===== config.mk =====
export PLATFORM = sky130hd
export DESIGN_NAME = cram_device_flat
export DESIGN_NICKNAME = d
export VERILOG_FILES = /design/src/hw/cram_pkg.sv /design/src/hw/cram_link_if.sv /design/src/hw/cram_device.sv /design/src/flat_wrapper.sv
export SDC_FILE = /design/constraint.sdc
export NUM_CORES = 2
export LEC_CHECK = 0
export BUFFER_PORTS_ARGS = -buffer_cell sky130_fd_sc_hd__buf_4
export CAP_MARGIN = 10
export CORE_UTILIZATION = 55
export CTS_CLUSTER_SIZE = 25
export DETAILED_ROUTE_END_ITERATION = 7
export MAX_ROUTING_LAYER = met4
export PLACE_DENSITY = 0.81
export SETUP_SLACK_MARGIN = 0.05
export SYNTH_ARGS = -nofsm -noshare
export SYNTH_HDL_FRONTEND = slang
export SYNTH_SLANG_ARGS = --single-unit

===== constraint.sdc =====
create_clock -name CORE_CLK -period 5.2 [get_ports CORE_CLK]
set_input_delay 1.56 -clock CORE_CLK [delete_from_list [all_inputs] [get_ports CORE_CLK]]
set_output_delay 1.56 -clock CORE_CLK [all_outputs]
set_load 0.05 [all_outputs]

===== src/hw/cram_pkg.sv =====
// package of constants and types for the register address mapper pair
// assumes a single 200 MHz core clock shared by both ends
package cram_pkg;
  localparam int unsigned CLK_PERIOD_PS  = 5000;
  localparam logic [7:0]  FILE_BASE      = 8'h0A;
  localparam logic [7:0]  FILE_STD_LAST  = 8'h36;
  localparam logic [7:0]  FILE_BULK      = 8'h3C;
  localparam logic [6:0]  FILE_SCALE     = 7'h64;
  localparam logic [12:0] REG_FIRST      = 13'h0001;
  localparam logic [12:0] REG_LAST       = 13'h1141;
  localparam logic [12:0] OFFSET_MAX     = 13'h1141;
  localparam logic [5:0]  BULK_ENTRIES   = 6'h20;
  localparam logic [4:0]  BULK_LAST      = 5'h1F;
  localparam int unsigned BULK_DEPTH     = 32;

  typedef enum logic [1:0] {
    CRAM_ST_OK      = 2'b00,
    CRAM_ST_BADADDR = 2'b01,
    CRAM_ST_TIMEOUT = 2'b10
  } cram_status_t;
endpackage


===== src/hw/cram_link_if.sv =====
// link between the client end and the device end
// both ends share CORE_CLK and RST_N
`timescale 1ns/1ps
interface cram_link_if;
  import cram_pkg::*;
  logic               req_valid;
  logic               req_write;
  logic [7:0]         req_file;
  logic [12:0]        req_offset;
  logic [5:0]         req_count;
  logic               wdata_valid;
  logic [15:0]        wdata;
  logic               rdata_valid;
  logic [15:0]        rdata;
  logic               done;
  cram_status_t       status;
  logic               busy;

  modport client (
    output req_valid, req_write, req_file, req_offset, req_count,
    output wdata_valid, wdata,
    input  rdata_valid, rdata, done, status, busy
  );
  modport device (
    input  req_valid, req_write, req_file, req_offset, req_count,
    input  wdata_valid, wdata,
    output rdata_valid, rdata, done, status, busy
  );
endinterface


===== src/hw/cram_device.sv =====
// device end: resolves file/offset references onto register numbers
// assumes the register store answers reads in the same cycle (comb)
`timescale 1ns/1ps
// Operation
// - register is (file minus 10) times 100 plus offset
// - files 10..54, target register 1..4417
// - offset may reach 4417
// - equal computed registers are one register
// - typed read and typed write services
// - bulk read follows produced array order
// - bulk write follows consumed array order
// - bulk offset limited to 0..31
// - bulk from k covers at most 32-k
// - link or socket fault raises timeout event
// - transfer count consecutive items from start
// - client writes only changed values; cram_client writes every word it is given, changed or not
// - client avoids writing cyclic I/O registers
// - client keeps one read outstanding
module cram_device
  import cram_pkg::*;
(
  input  wire logic           CORE_CLK,
  input  wire logic           RST_N,
  cram_link_if.device         LINK,
  input  wire logic           LINK_FAULT,
  input  wire logic           CFG_WE,
  input  wire logic           CFG_SEL_CONS,
  input  wire logic [4:0]     CFG_IDX,
  input  wire logic [12:0]    CFG_REG,
  output logic                REG_RD,
  output logic                REG_WR,
  output logic [12:0]         REG_ADDR,
  output logic [15:0]         REG_WDATA,
  input  wire logic [15:0]    REG_RDATA,
  output logic                TIMEOUT_EVT
);
  import cram_pkg::*;

  typedef enum logic [1:0] {
    CRAM_IDLE  = 2'b00,
    CRAM_READ  = 2'b01,
    CRAM_WRITE = 2'b10,
    CRAM_END   = 2'b11
  } cram_state_t;

  cram_state_t state_q;
  logic [12:0] prod_q [BULK_DEPTH];
  logic [12:0] cons_q [BULK_DEPTH];
  logic        bulk_q;
  logic [12:0] ptr_q;
  logic [5:0]  left_q;
  logic [13:0] std_reg;
  logic        std_ok;
  logic        bulk_ok;
  logic [6:0]  bulk_end;
  logic [12:0] cur_addr;
  logic [13:0] file_rel;
  logic [13:0] run_last;

  // file rebased to zero and widened before scaling
  // an 8-bit product would wrap for any file above 12
  // files below the base wrap here too; std_ok rejects them
  always_comb begin
    file_rel = 14'(LINK.req_file) - 14'(FILE_BASE);
    std_reg  = (file_rel * 14'(FILE_SCALE))
             + {1'b0, LINK.req_offset};
    run_last = std_reg + {8'h00, LINK.req_count} - 14'h0001;
  end

  // whole run checked up front: no partial transfer
  // bulk span counted on the low five offset bits only,
  // so the offset bound must hold as well

  always_comb begin
    bulk_end = {2'b00, LINK.req_offset[4:0]} + {1'b0, LINK.req_count};
    std_ok   = (LINK.req_file >= FILE_BASE)
            && (LINK.req_file <= FILE_STD_LAST)
            && (LINK.req_offset <= OFFSET_MAX)
            && (LINK.req_count != 6'h00)
            && (std_reg >= {1'b0, REG_FIRST})
            && (run_last <= {1'b0, REG_LAST});
    bulk_ok  = (LINK.req_file == FILE_BULK)
            && (LINK.req_offset <= {8'h00, BULK_LAST})
            && (LINK.req_count != 6'h00)
            && (bulk_end <= {1'b0, BULK_ENTRIES});
  end

  // bulk pointer indexes the arrays, standard pointer is the register
  // read side walks produced entries, write side consumed ones
  always_comb begin
    if (!bulk_q) begin
      cur_addr = ptr_q;
    end else if (state_q == CRAM_READ) begin
      cur_addr = prod_q[ptr_q[4:0]];
    end else begin
      cur_addr = cons_q[ptr_q[4:0]];
    end
  end

  always_ff @(posedge CORE_CLK or negedge RST_N) begin
    if (!RST_N) begin
      for (int i = 0; i < BULK_DEPTH; i++) begin
        prod_q[i] <= 13'h0000;
        cons_q[i] <= 13'h0000;
      end
    end else if (CFG_WE) begin
      if (CFG_SEL_CONS) begin
        cons_q[CFG_IDX] <= CFG_REG;
      end else begin
        prod_q[CFG_IDX] <= CFG_REG;
      end
    end
  end

  always_ff @(posedge CORE_CLK or negedge RST_N) begin
    if (!RST_N) begin
      state_q       <= CRAM_IDLE;
      bulk_q        <= 1'b0;
      ptr_q         <= 13'h0000;
      left_q        <= 6'h00;
      LINK.status   <= CRAM_ST_OK;
      LINK.done     <= 1'b0;
      LINK.busy     <= 1'b0;
    end else begin
      LINK.done <= 1'b0;
      case (state_q)
        CRAM_IDLE: begin
          if (LINK.req_valid) begin
            LINK.busy <= 1'b1;
            bulk_q    <= (LINK.req_file == FILE_BULK);
            ptr_q     <= (LINK.req_file == FILE_BULK)
                       ? {8'h00, LINK.req_offset[4:0]}
                       : std_reg[12:0];
            left_q    <= LINK.req_count;
            // fault wins over the address check: no access at all
            if (LINK_FAULT) begin
              LINK.status <= CRAM_ST_TIMEOUT;
              state_q     <= CRAM_END;
            end else if (!(std_ok || bulk_ok)) begin
              LINK.status <= CRAM_ST_BADADDR;
              state_q     <= CRAM_END;
            end else begin
              LINK.status <= CRAM_ST_OK;
              state_q     <= LINK.req_write ? CRAM_WRITE
                                            : CRAM_READ;
            end
          end
        end
        CRAM_READ: begin
          ptr_q  <= ptr_q + 13'h0001;
          left_q <= left_q - 6'h01;
          if (left_q == 6'h01) begin
            state_q <= CRAM_END;
          end
        end
        // write pace set by the client; extra words after count ignored
        CRAM_WRITE: begin
          if (LINK.wdata_valid) begin
            ptr_q  <= ptr_q + 13'h0001;
            left_q <= left_q - 6'h01;
            if (left_q == 6'h01) begin
              state_q <= CRAM_END;
            end
          end
        end
        CRAM_END: begin
          LINK.done <= 1'b1;
          LINK.busy <= 1'b0;
          state_q   <= CRAM_IDLE;
        end
        default: begin
          state_q <= CRAM_IDLE;
        end
      endcase
    end
  end

  // register port and returned data, registered
  // store answers combinationally, so data is taken one cycle
  // after the strobe and lines up with rdata_valid
  always_ff @(posedge CORE_CLK or negedge RST_N) begin
    if (!RST_N) begin
      REG_RD           <= 1'b0;
      REG_WR           <= 1'b0;
      REG_ADDR         <= 13'h0000;
      REG_WDATA        <= 16'h0000;
      LINK.rdata_valid <= 1'b0;
      LINK.rdata       <= 16'h0000;
    end else begin
      REG_RD           <= (state_q == CRAM_READ);
      REG_WR           <= (state_q == CRAM_WRITE) && LINK.wdata_valid;
      REG_ADDR         <= cur_addr;
      REG_WDATA        <= LINK.wdata;
      LINK.rdata_valid <= REG_RD;
      LINK.rdata       <= REG_RDATA;
    end
  end

  always_ff @(posedge CORE_CLK or negedge RST_N) begin
    if (!RST_N) begin
      TIMEOUT_EVT <= 1'b0;
    end else begin
      // level copy: stands for as long as the fault does
      TIMEOUT_EVT <= LINK_FAULT;
    end
  end
endmodule


===== src/flat_wrapper.sv =====
// flat-port wrapper written by rule: the top's interface ports become plain ports
module cram_device_flat import cram_pkg::*;
  (CORE_CLK, RST_N, LINK_FAULT, CFG_WE, CFG_SEL_CONS, CFG_IDX, CFG_REG, REG_RD, REG_WR, REG_ADDR, REG_WDATA, REG_RDATA, TIMEOUT_EVT, LINK_req_valid, LINK_req_write, LINK_req_file, LINK_req_offset, LINK_req_count, LINK_wdata_valid, LINK_wdata, LINK_rdata_valid, LINK_rdata, LINK_done, LINK_status, LINK_busy);
  cram_link_if LINK_i ();
  input  wire logic CORE_CLK;
  input  wire logic RST_N;
  input  wire logic LINK_FAULT;
  input  wire logic CFG_WE;
  input  wire logic CFG_SEL_CONS;
  input  wire logic [4:0] CFG_IDX;
  input  wire logic [12:0] CFG_REG;
  output logic REG_RD;
  output logic REG_WR;
  output logic [12:0] REG_ADDR;
  output logic [15:0] REG_WDATA;
  input  wire logic [15:0] REG_RDATA;
  output logic TIMEOUT_EVT;
  input wire logic [$bits(LINK_i.req_valid)-1:0] LINK_req_valid;
  input wire logic [$bits(LINK_i.req_write)-1:0] LINK_req_write;
  input wire logic [$bits(LINK_i.req_file)-1:0] LINK_req_file;
  input wire logic [$bits(LINK_i.req_offset)-1:0] LINK_req_offset;
  input wire logic [$bits(LINK_i.req_count)-1:0] LINK_req_count;
  input wire logic [$bits(LINK_i.wdata_valid)-1:0] LINK_wdata_valid;
  input wire logic [$bits(LINK_i.wdata)-1:0] LINK_wdata;
  output wire logic [$bits(LINK_i.rdata_valid)-1:0] LINK_rdata_valid;
  output wire logic [$bits(LINK_i.rdata)-1:0] LINK_rdata;
  output wire logic [$bits(LINK_i.done)-1:0] LINK_done;
  output wire logic [$bits(LINK_i.status)-1:0] LINK_status;
  output wire logic [$bits(LINK_i.busy)-1:0] LINK_busy;
  assign LINK_i.req_valid = LINK_req_valid;
  assign LINK_i.req_write = LINK_req_write;
  assign LINK_i.req_file = LINK_req_file;
  assign LINK_i.req_offset = LINK_req_offset;
  assign LINK_i.req_count = LINK_req_count;
  assign LINK_i.wdata_valid = LINK_wdata_valid;
  assign LINK_i.wdata = LINK_wdata;
  assign LINK_rdata_valid = LINK_i.rdata_valid;
  assign LINK_rdata = LINK_i.rdata;
  assign LINK_done = LINK_i.done;
  assign LINK_status = LINK_i.status;
  assign LINK_busy = LINK_i.busy;
  cram_device u_core (.CORE_CLK(CORE_CLK), .RST_N(RST_N), .LINK(LINK_i), .LINK_FAULT(LINK_FAULT), .CFG_WE(CFG_WE), .CFG_SEL_CONS(CFG_SEL_CONS), .CFG_IDX(CFG_IDX), .CFG_REG(CFG_REG), .REG_RD(REG_RD), .REG_WR(REG_WR), .REG_ADDR(REG_ADDR), .REG_WDATA(REG_WDATA), .REG_RDATA(REG_RDATA), .TIMEOUT_EVT(TIMEOUT_EVT));
endmodule

Yosys cells after proc, flatten, opt, wreduce, memory -nomap -nowiden
Index checks and enable logic that the tools add are counted.

word-level totals
  flip-flop bits (word level) = 907
  input port bits = 85
  output and inout port bits = 53
  logic and storage cells = 158

cells by class
  add/sub/neg operators = 7
  multiply operators = 1
  $lt $le $gt $ge = 10
  equality and inequality tests = 7
  multiplexer cells = 31
  bitwise gates (word level) = 3
  reductions and logical operators = 21

operator list
  cell                                                                     count
  416-bit bitwise mux                                                      2
  13-bit binary-select mux with 5-bit select                               2
  13-bit 2-to-1 mux                                                        10
  13-bit demux with 5-bit select                                           1
  13-bit one-hot mux with 3 select lines                                   1
  6-bit one-hot mux with 3 select lines                                    1
  14-bit by 13-bit adder with 14-bit output                                1
  14-bit by 6-bit adder with 14-bit output                                 1
  14-bit by 1-bit >= comparator with 1-bit output, second input constant   1
  14-bit by 13-bit <= comparator with 1-bit output, second input constant  1
  14-bit by 5-bit multiplier with 12-bit output, second input constant     1
  2-bit 2-to-1 mux                                                         7
  14-bit by 1-bit subtractor with 14-bit output, second input constant     1
  13-bit by 1-bit adder with 13-bit output, second input constant          1
  13-bit <= comparator, second input constant                              1
  13-bit by 5-bit <= comparator with 1-bit output, second input constant   1
  6-bit >= comparator, second input constant                               2
  6-bit 2-to-1 mux                                                         2
  5-bit NOT with 6-bit output                                              2
  1-bit logical AND                                                        10
  2-bit AND reduction                                                      5
  8-bit by 4-bit subtractor with 9-bit output, second input constant       1
  8-bit by 6-bit equality test with 1-bit output, second input constant    1
  8-bit by 4-bit >= comparator with 1-bit output, second input constant    1
  other kinds (19)                                                         23

Longest topological paths before layout
  depth in word-level cells = 12
  mapped depth = 28
  gate-level depth less buffers = 28

Least setup slack after synthesis
No wires, ideal clock.

  path kind = in2reg
  from = input LINK_req_file[1]
  to = register u_core.state_q[1]
  setup time = 144 ps
  arrival = 6531 ps
  data required time = 5056 ps
  path slack = -1474 ps
  stages on the path = 26
  path buffers = 0
  path through = inv_1 ha_1 xnor2_1 ha_1 ha_1 inv_1 fa_1 inv_1 ha_1 nor2b_1 o21ai_0 nand2b_1 xor2_1 ha_1 nand2_1 o21ai_0 nor2_1 xnor2_1 inv_1 ha_1 a21o_1 a31oi_1 xnor3_1 a21oi_1 o31ai_1 a211oi_1

on the way
  cells in the longest elaborated chain, start to end = 12
  elaborated cells on any way between the ends = 23
  classes of those cells = add/sub: 4; mul: 1; order compare: 4; eq/ne: 1; mux: 4; reduce/logical: 9

RTL lines
  item                                              RTL line            text
  start, declared                                   flat_wrapper.sv:20  input wire logic [$bits(LINK_i.req_file)-1:0] LINK_req_file;
  8-bit by 4-bit subtractor with 9-bit output       cram_device.sv:64   file_rel = 14'(LINK.req_file) - 14'(FILE_BASE);
  14-bit by 5-bit multiplier with 12-bit output     cram_device.sv:65   std_reg = (file_rel * 14'(FILE_SCALE))
  14-bit by 13-bit adder with 14-bit output         cram_device.sv:66   + {1'b0, LINK.req_offset};
  14-bit by 6-bit adder with 14-bit output          cram_device.sv:67   run_last = std_reg + {8'h00, LINK.req_count} - 14'h0001;
  14-bit by 1-bit subtractor with 14-bit output     cram_device.sv:67
  14-bit by 13-bit <= comparator with 1-bit output  cram_device.sv:81   && (run_last <= {1'b0, REG_LAST});
  1-bit logical AND                                 cram_device.sv:81
  1-bit logical OR (*)                              cram_device.sv:139  end else if (!(std_ok || bulk_ok)) begin
  2-bit 2-to-1 mux (*)                              cram_device.sv:139
  2-bit 2-to-1 mux (*)                              cram_device.sv:136  if (LINK_FAULT) begin
  2-bit 2-to-1 mux (*)                              cram_device.sv:128  if (LINK.req_valid) begin
  2-bit one-hot mux with 4 select lines (*)         cram_device.sv:126  case (state_q)
  end signal, assigned                              cram_device.sv:144  state_q <= LINK.req_write ? CRAM_WRITE
  end, declared                                     cram_device.sv:46   cram_state_t state_q;

Every way passes the cells marked *; elsewhere a longest branch is shown, timed or not. The select of a mux whose other input is x is not followed.
A chain may end at the register's enable or synchronous reset.

Worst setup path in the final report
  from = input LINK_req_file[2]
  to = register u_core.state_q[1]

Same word-level chain as after synthesis.

==> impl_metrics.tcl <==
set metrics [dict create \
    core_sq_um 77500 \
    ys_seq_elements 907 \
    dp_slack_ns -1.49 \
    synth_cells 2841 \
    grt_max_degree 130 \
    skew_ns 0.0518 \
    grt_pass1_vias 27513 \
    tightest_slew_ns 0.933 \
    hold_violations 0 \
    max_freq_mhz 171 \
    status "finished with violations" \
    ir_drop_mv 0.630 \
    drive_above_1_share 0.532 \
    synth_top_area_cell "dfrtp_1" \
    drt_iter0_drc 2057 \
    crit_buf_inv 6 \
    clockBufferDepth 3 \
    mostFrequentLayoutCell "dfrtp_1" \
    cts_tree "yes" \
    regArea_sq_um 22700 \
    setup_violations 3 \
    netlist_area_sq_um 43000 \
    yosys-top-cells-area "dfrtp_1, mux2_2, mux4_2" \
    switching_share 0.337 \
    ys.flop_type "dfrtp_1" \
    nets 3184 \
    layout_common_cells "dfrtp_1, mux2_2, buf_4" \
    crit_type "input pin to flip-flop" \
    ys.warnings.count 0 \
    hpwl_mm 67.3 \
    synth_top_area_frac 0.528 \
    power.share.sequential 0.338 \
    clk_latency_ns 0.67 \
    intPower_uw 17500 \
    drcViolationCount 0 \
    multiInputGateArea_sq_um 19400 \
    crit_path_max_incr_delay_ns 0.54 \
    avgSynthCellArea_sq_um 15.1 \
    gp_congestion 0.873 \
    cts_buffers 93 \
    die_h_um 282 \
    ys_seq_area_frac 0.528 \
    overflow 0 \
    grt_pass1_wl_mm 163 \
    p_leak_uw 0.0230 \
    drv_slew 0 \
    pwr-share-clk 0.261 \
    synthArstFlopShare 1.00 \
    start_kind "input pin" \
    worst_hold_startpoint "u_core.REG_RD$_DFF_PN0_" \
    hold_buffers 0 \
    place_inst 3948 \
    synth_cell_type_count 52 \
    path_clk_slew_ns 0.06 \
    vias_per_cell 6.18 \
    htreeDepth 3 \
    grt.total_usage 0.278 \
    failed_checks "setup timing" \
    hold_class "flip-flop to flip-flop" \
    power.density_nw_per_um2 532 \
    cpMostUsedCell "ha_1" \
    grt_antenna_before_repair 7 \
    worstPathRequired_ns 5.74 \
    num-fill-cells 5274 \
    initial_utilization 0.555 \
    syn_to_final_growth_pct 15.2 \
    tns_ns -1.94 \
    slowest_stage "fa_1" \
    crit_fanout 3 \
    slew_headroom 0.378 \
    combPwrFrac 0.401 \
    min_period_over_period 1.13 \
    ios 138 \
    critPathLaunch "LINK_req_file[2]" \
    r2r-start "u_core.ptr_q[0]$_DFFE_PN0P_" \
    rsz0062_at_grt "true" \
    cts_sinks 907 \
    die_w_um 282 \
    power_switching_uw 8900 \
    ant_nets 0 \
    synth_edf_count 0 \
    row_count 102 \
    finalCoreUtilization 0.640 \
    drt_first_pass_iters 5 \
    cpLargestDelayFamily "adder cells" \
    maxCapViolCount 0 \
    wl_per_cell_um 24.9 \
    die_area_sq_um 79300 \
    final-instance-count-excl-fill 4138 \
    synth_fp_nets 3008 \
    dr_total_vias 25580 \
    period_minus_slack_ns 5.86 \
    cts_root_buf "clkbuf_16" \
    finalWorstSetupSlack_ns -0.660 \
    portBuffers 137 \
    cp-end-kind "flip-flop" \
    finalWirelength_mm 103 \
    critPathArrivalTime_ns 6.40 \
]
-- metrics by stage --
stage               hold WS [ns]  total power (uW)  instance area (sq um)
floorplan                  0.474             15300                  43100
global placement           0.368             18100                  46000
detailed placement         0.366             18500                  46000
CTS                        0.380             25700                  49400
global route               0.406             27600                  49600
finish                     0.376             26400                  49600
-- Yosys cell counts (8+ instances only) --
library cell / instances
mux2_2: 846
nand2_1: 62
o21ai_0: 41
xnor2_1: 22
dfrtp_1: 907
buf_1: 40
xor2_1: 14
clkbuf_1: 170
ha_1: 73
nand3_1: 22
fa_1: 9
inv_1: 73
and2_1: 8
nor3_1: 15
buf_2: 16
a21oi_1: 39
and3_1: 10
mux4_2: 271
nor2b_1: 11
nor2_1: 87
-- cell families (layout without fill, tap and decap cells) --
| group | Yosys count | after routing | share of synthesized area |
|---|---|---|---|
| muxes | 1124 | 1124 | 0.365 |
| DFF | 907 | 907 | 0.528 |
| buffers and inverters | 305 | 556 | 0.0278 |
| and+or+nand+nor | 251 | 251 | 0.0274 |
| AOI/OAI and AO/OA | 135 | 135 | 0.0189 |
| adders and majority gates | 82 | 82 | 0.0254 |
| xor gates and xnor gates | 37 | 37 | 0.00785 |
| other | 0 | 6 | 0 |
-- power groups by stage --
| stage | registers, uW | logic (uW) | clock network (uW) |
|---|---|---|---|
| floorplan | 8900 | 6350 | 0 |
| global placement | 8900 | 9160 | 0 |
| detailed placement | 9020 | 9460 | 0 |
| CTS | 8910 | 9790 | 7000 |
| global route | 9050 | 11300 | 7300 |
| finish | 8920 | 10600 | 6880 |
-- layer usage --
metal	share of wire	up-vias	global-route usage	wire [um]
li1	-	10783	-	-
met4	0.029	0	0.0935	2990
met3	0.060	157	0.0438	6190
met5	0	-	-	0
met1	0.42	13832	0.377	43300
met2	0.49	808	0.431	50300
-- cell type report --
cell class,instances,share of cell area
Clock buffer,132,0.0554
Inverter,73,0.00560
Sequential cell,907,0.458
Clock inverter,38,0.00964
Antenna cell,6,0.000303
Multi-Input combinational cell,1629,0.392
Timing Repair Buffer,313,0.0523
Tap cell,1040,0.0263
-- worst paths after layout --
kind / cells after the start / end / slack, ns
min reg2reg: 0 / u_core.LINK.rdata_valid$_DFF_PN0_ / 0.38
min: 0 / u_core.LINK.rdata_valid$_DFF_PN0_ / 0.38
min in group asynchronous: 1 / u_core.prod_q[70]$_DFFE_PN0P_ / 0.97
max in group asynchronous: 2 / u_core.cons_q[318]$_DFFE_PN0P_ / 3.03
max reg2reg: 5 / u_core.REG_ADDR[5]$_DFF_PN0_ / 1.72
max: 27 / u_core.state_q[1]$_DFFE_PN0P_ / -0.66
-- registers in the layout, indices dropped and copies added (netlist names), 2 cells and up --
register	cells
u_core.LINK.rdata	16
u_core.cons_q	416
u_core.REG_ADDR	13
u_core.prod_q	416
u_core.state_q	2
u_core.LINK.status	2
u_core.left_q	6
u_core.ptr_q	13
u_core.REG_WDATA	16
-- repair_timing --
action                                  4_1_cts  5_1_grt
setup buffers                                11        3
gates resized for setup                      22       30
endpoints found under the setup margin        4        5
pin swaps                                    35       15
(Power assumes the default switching activity.)
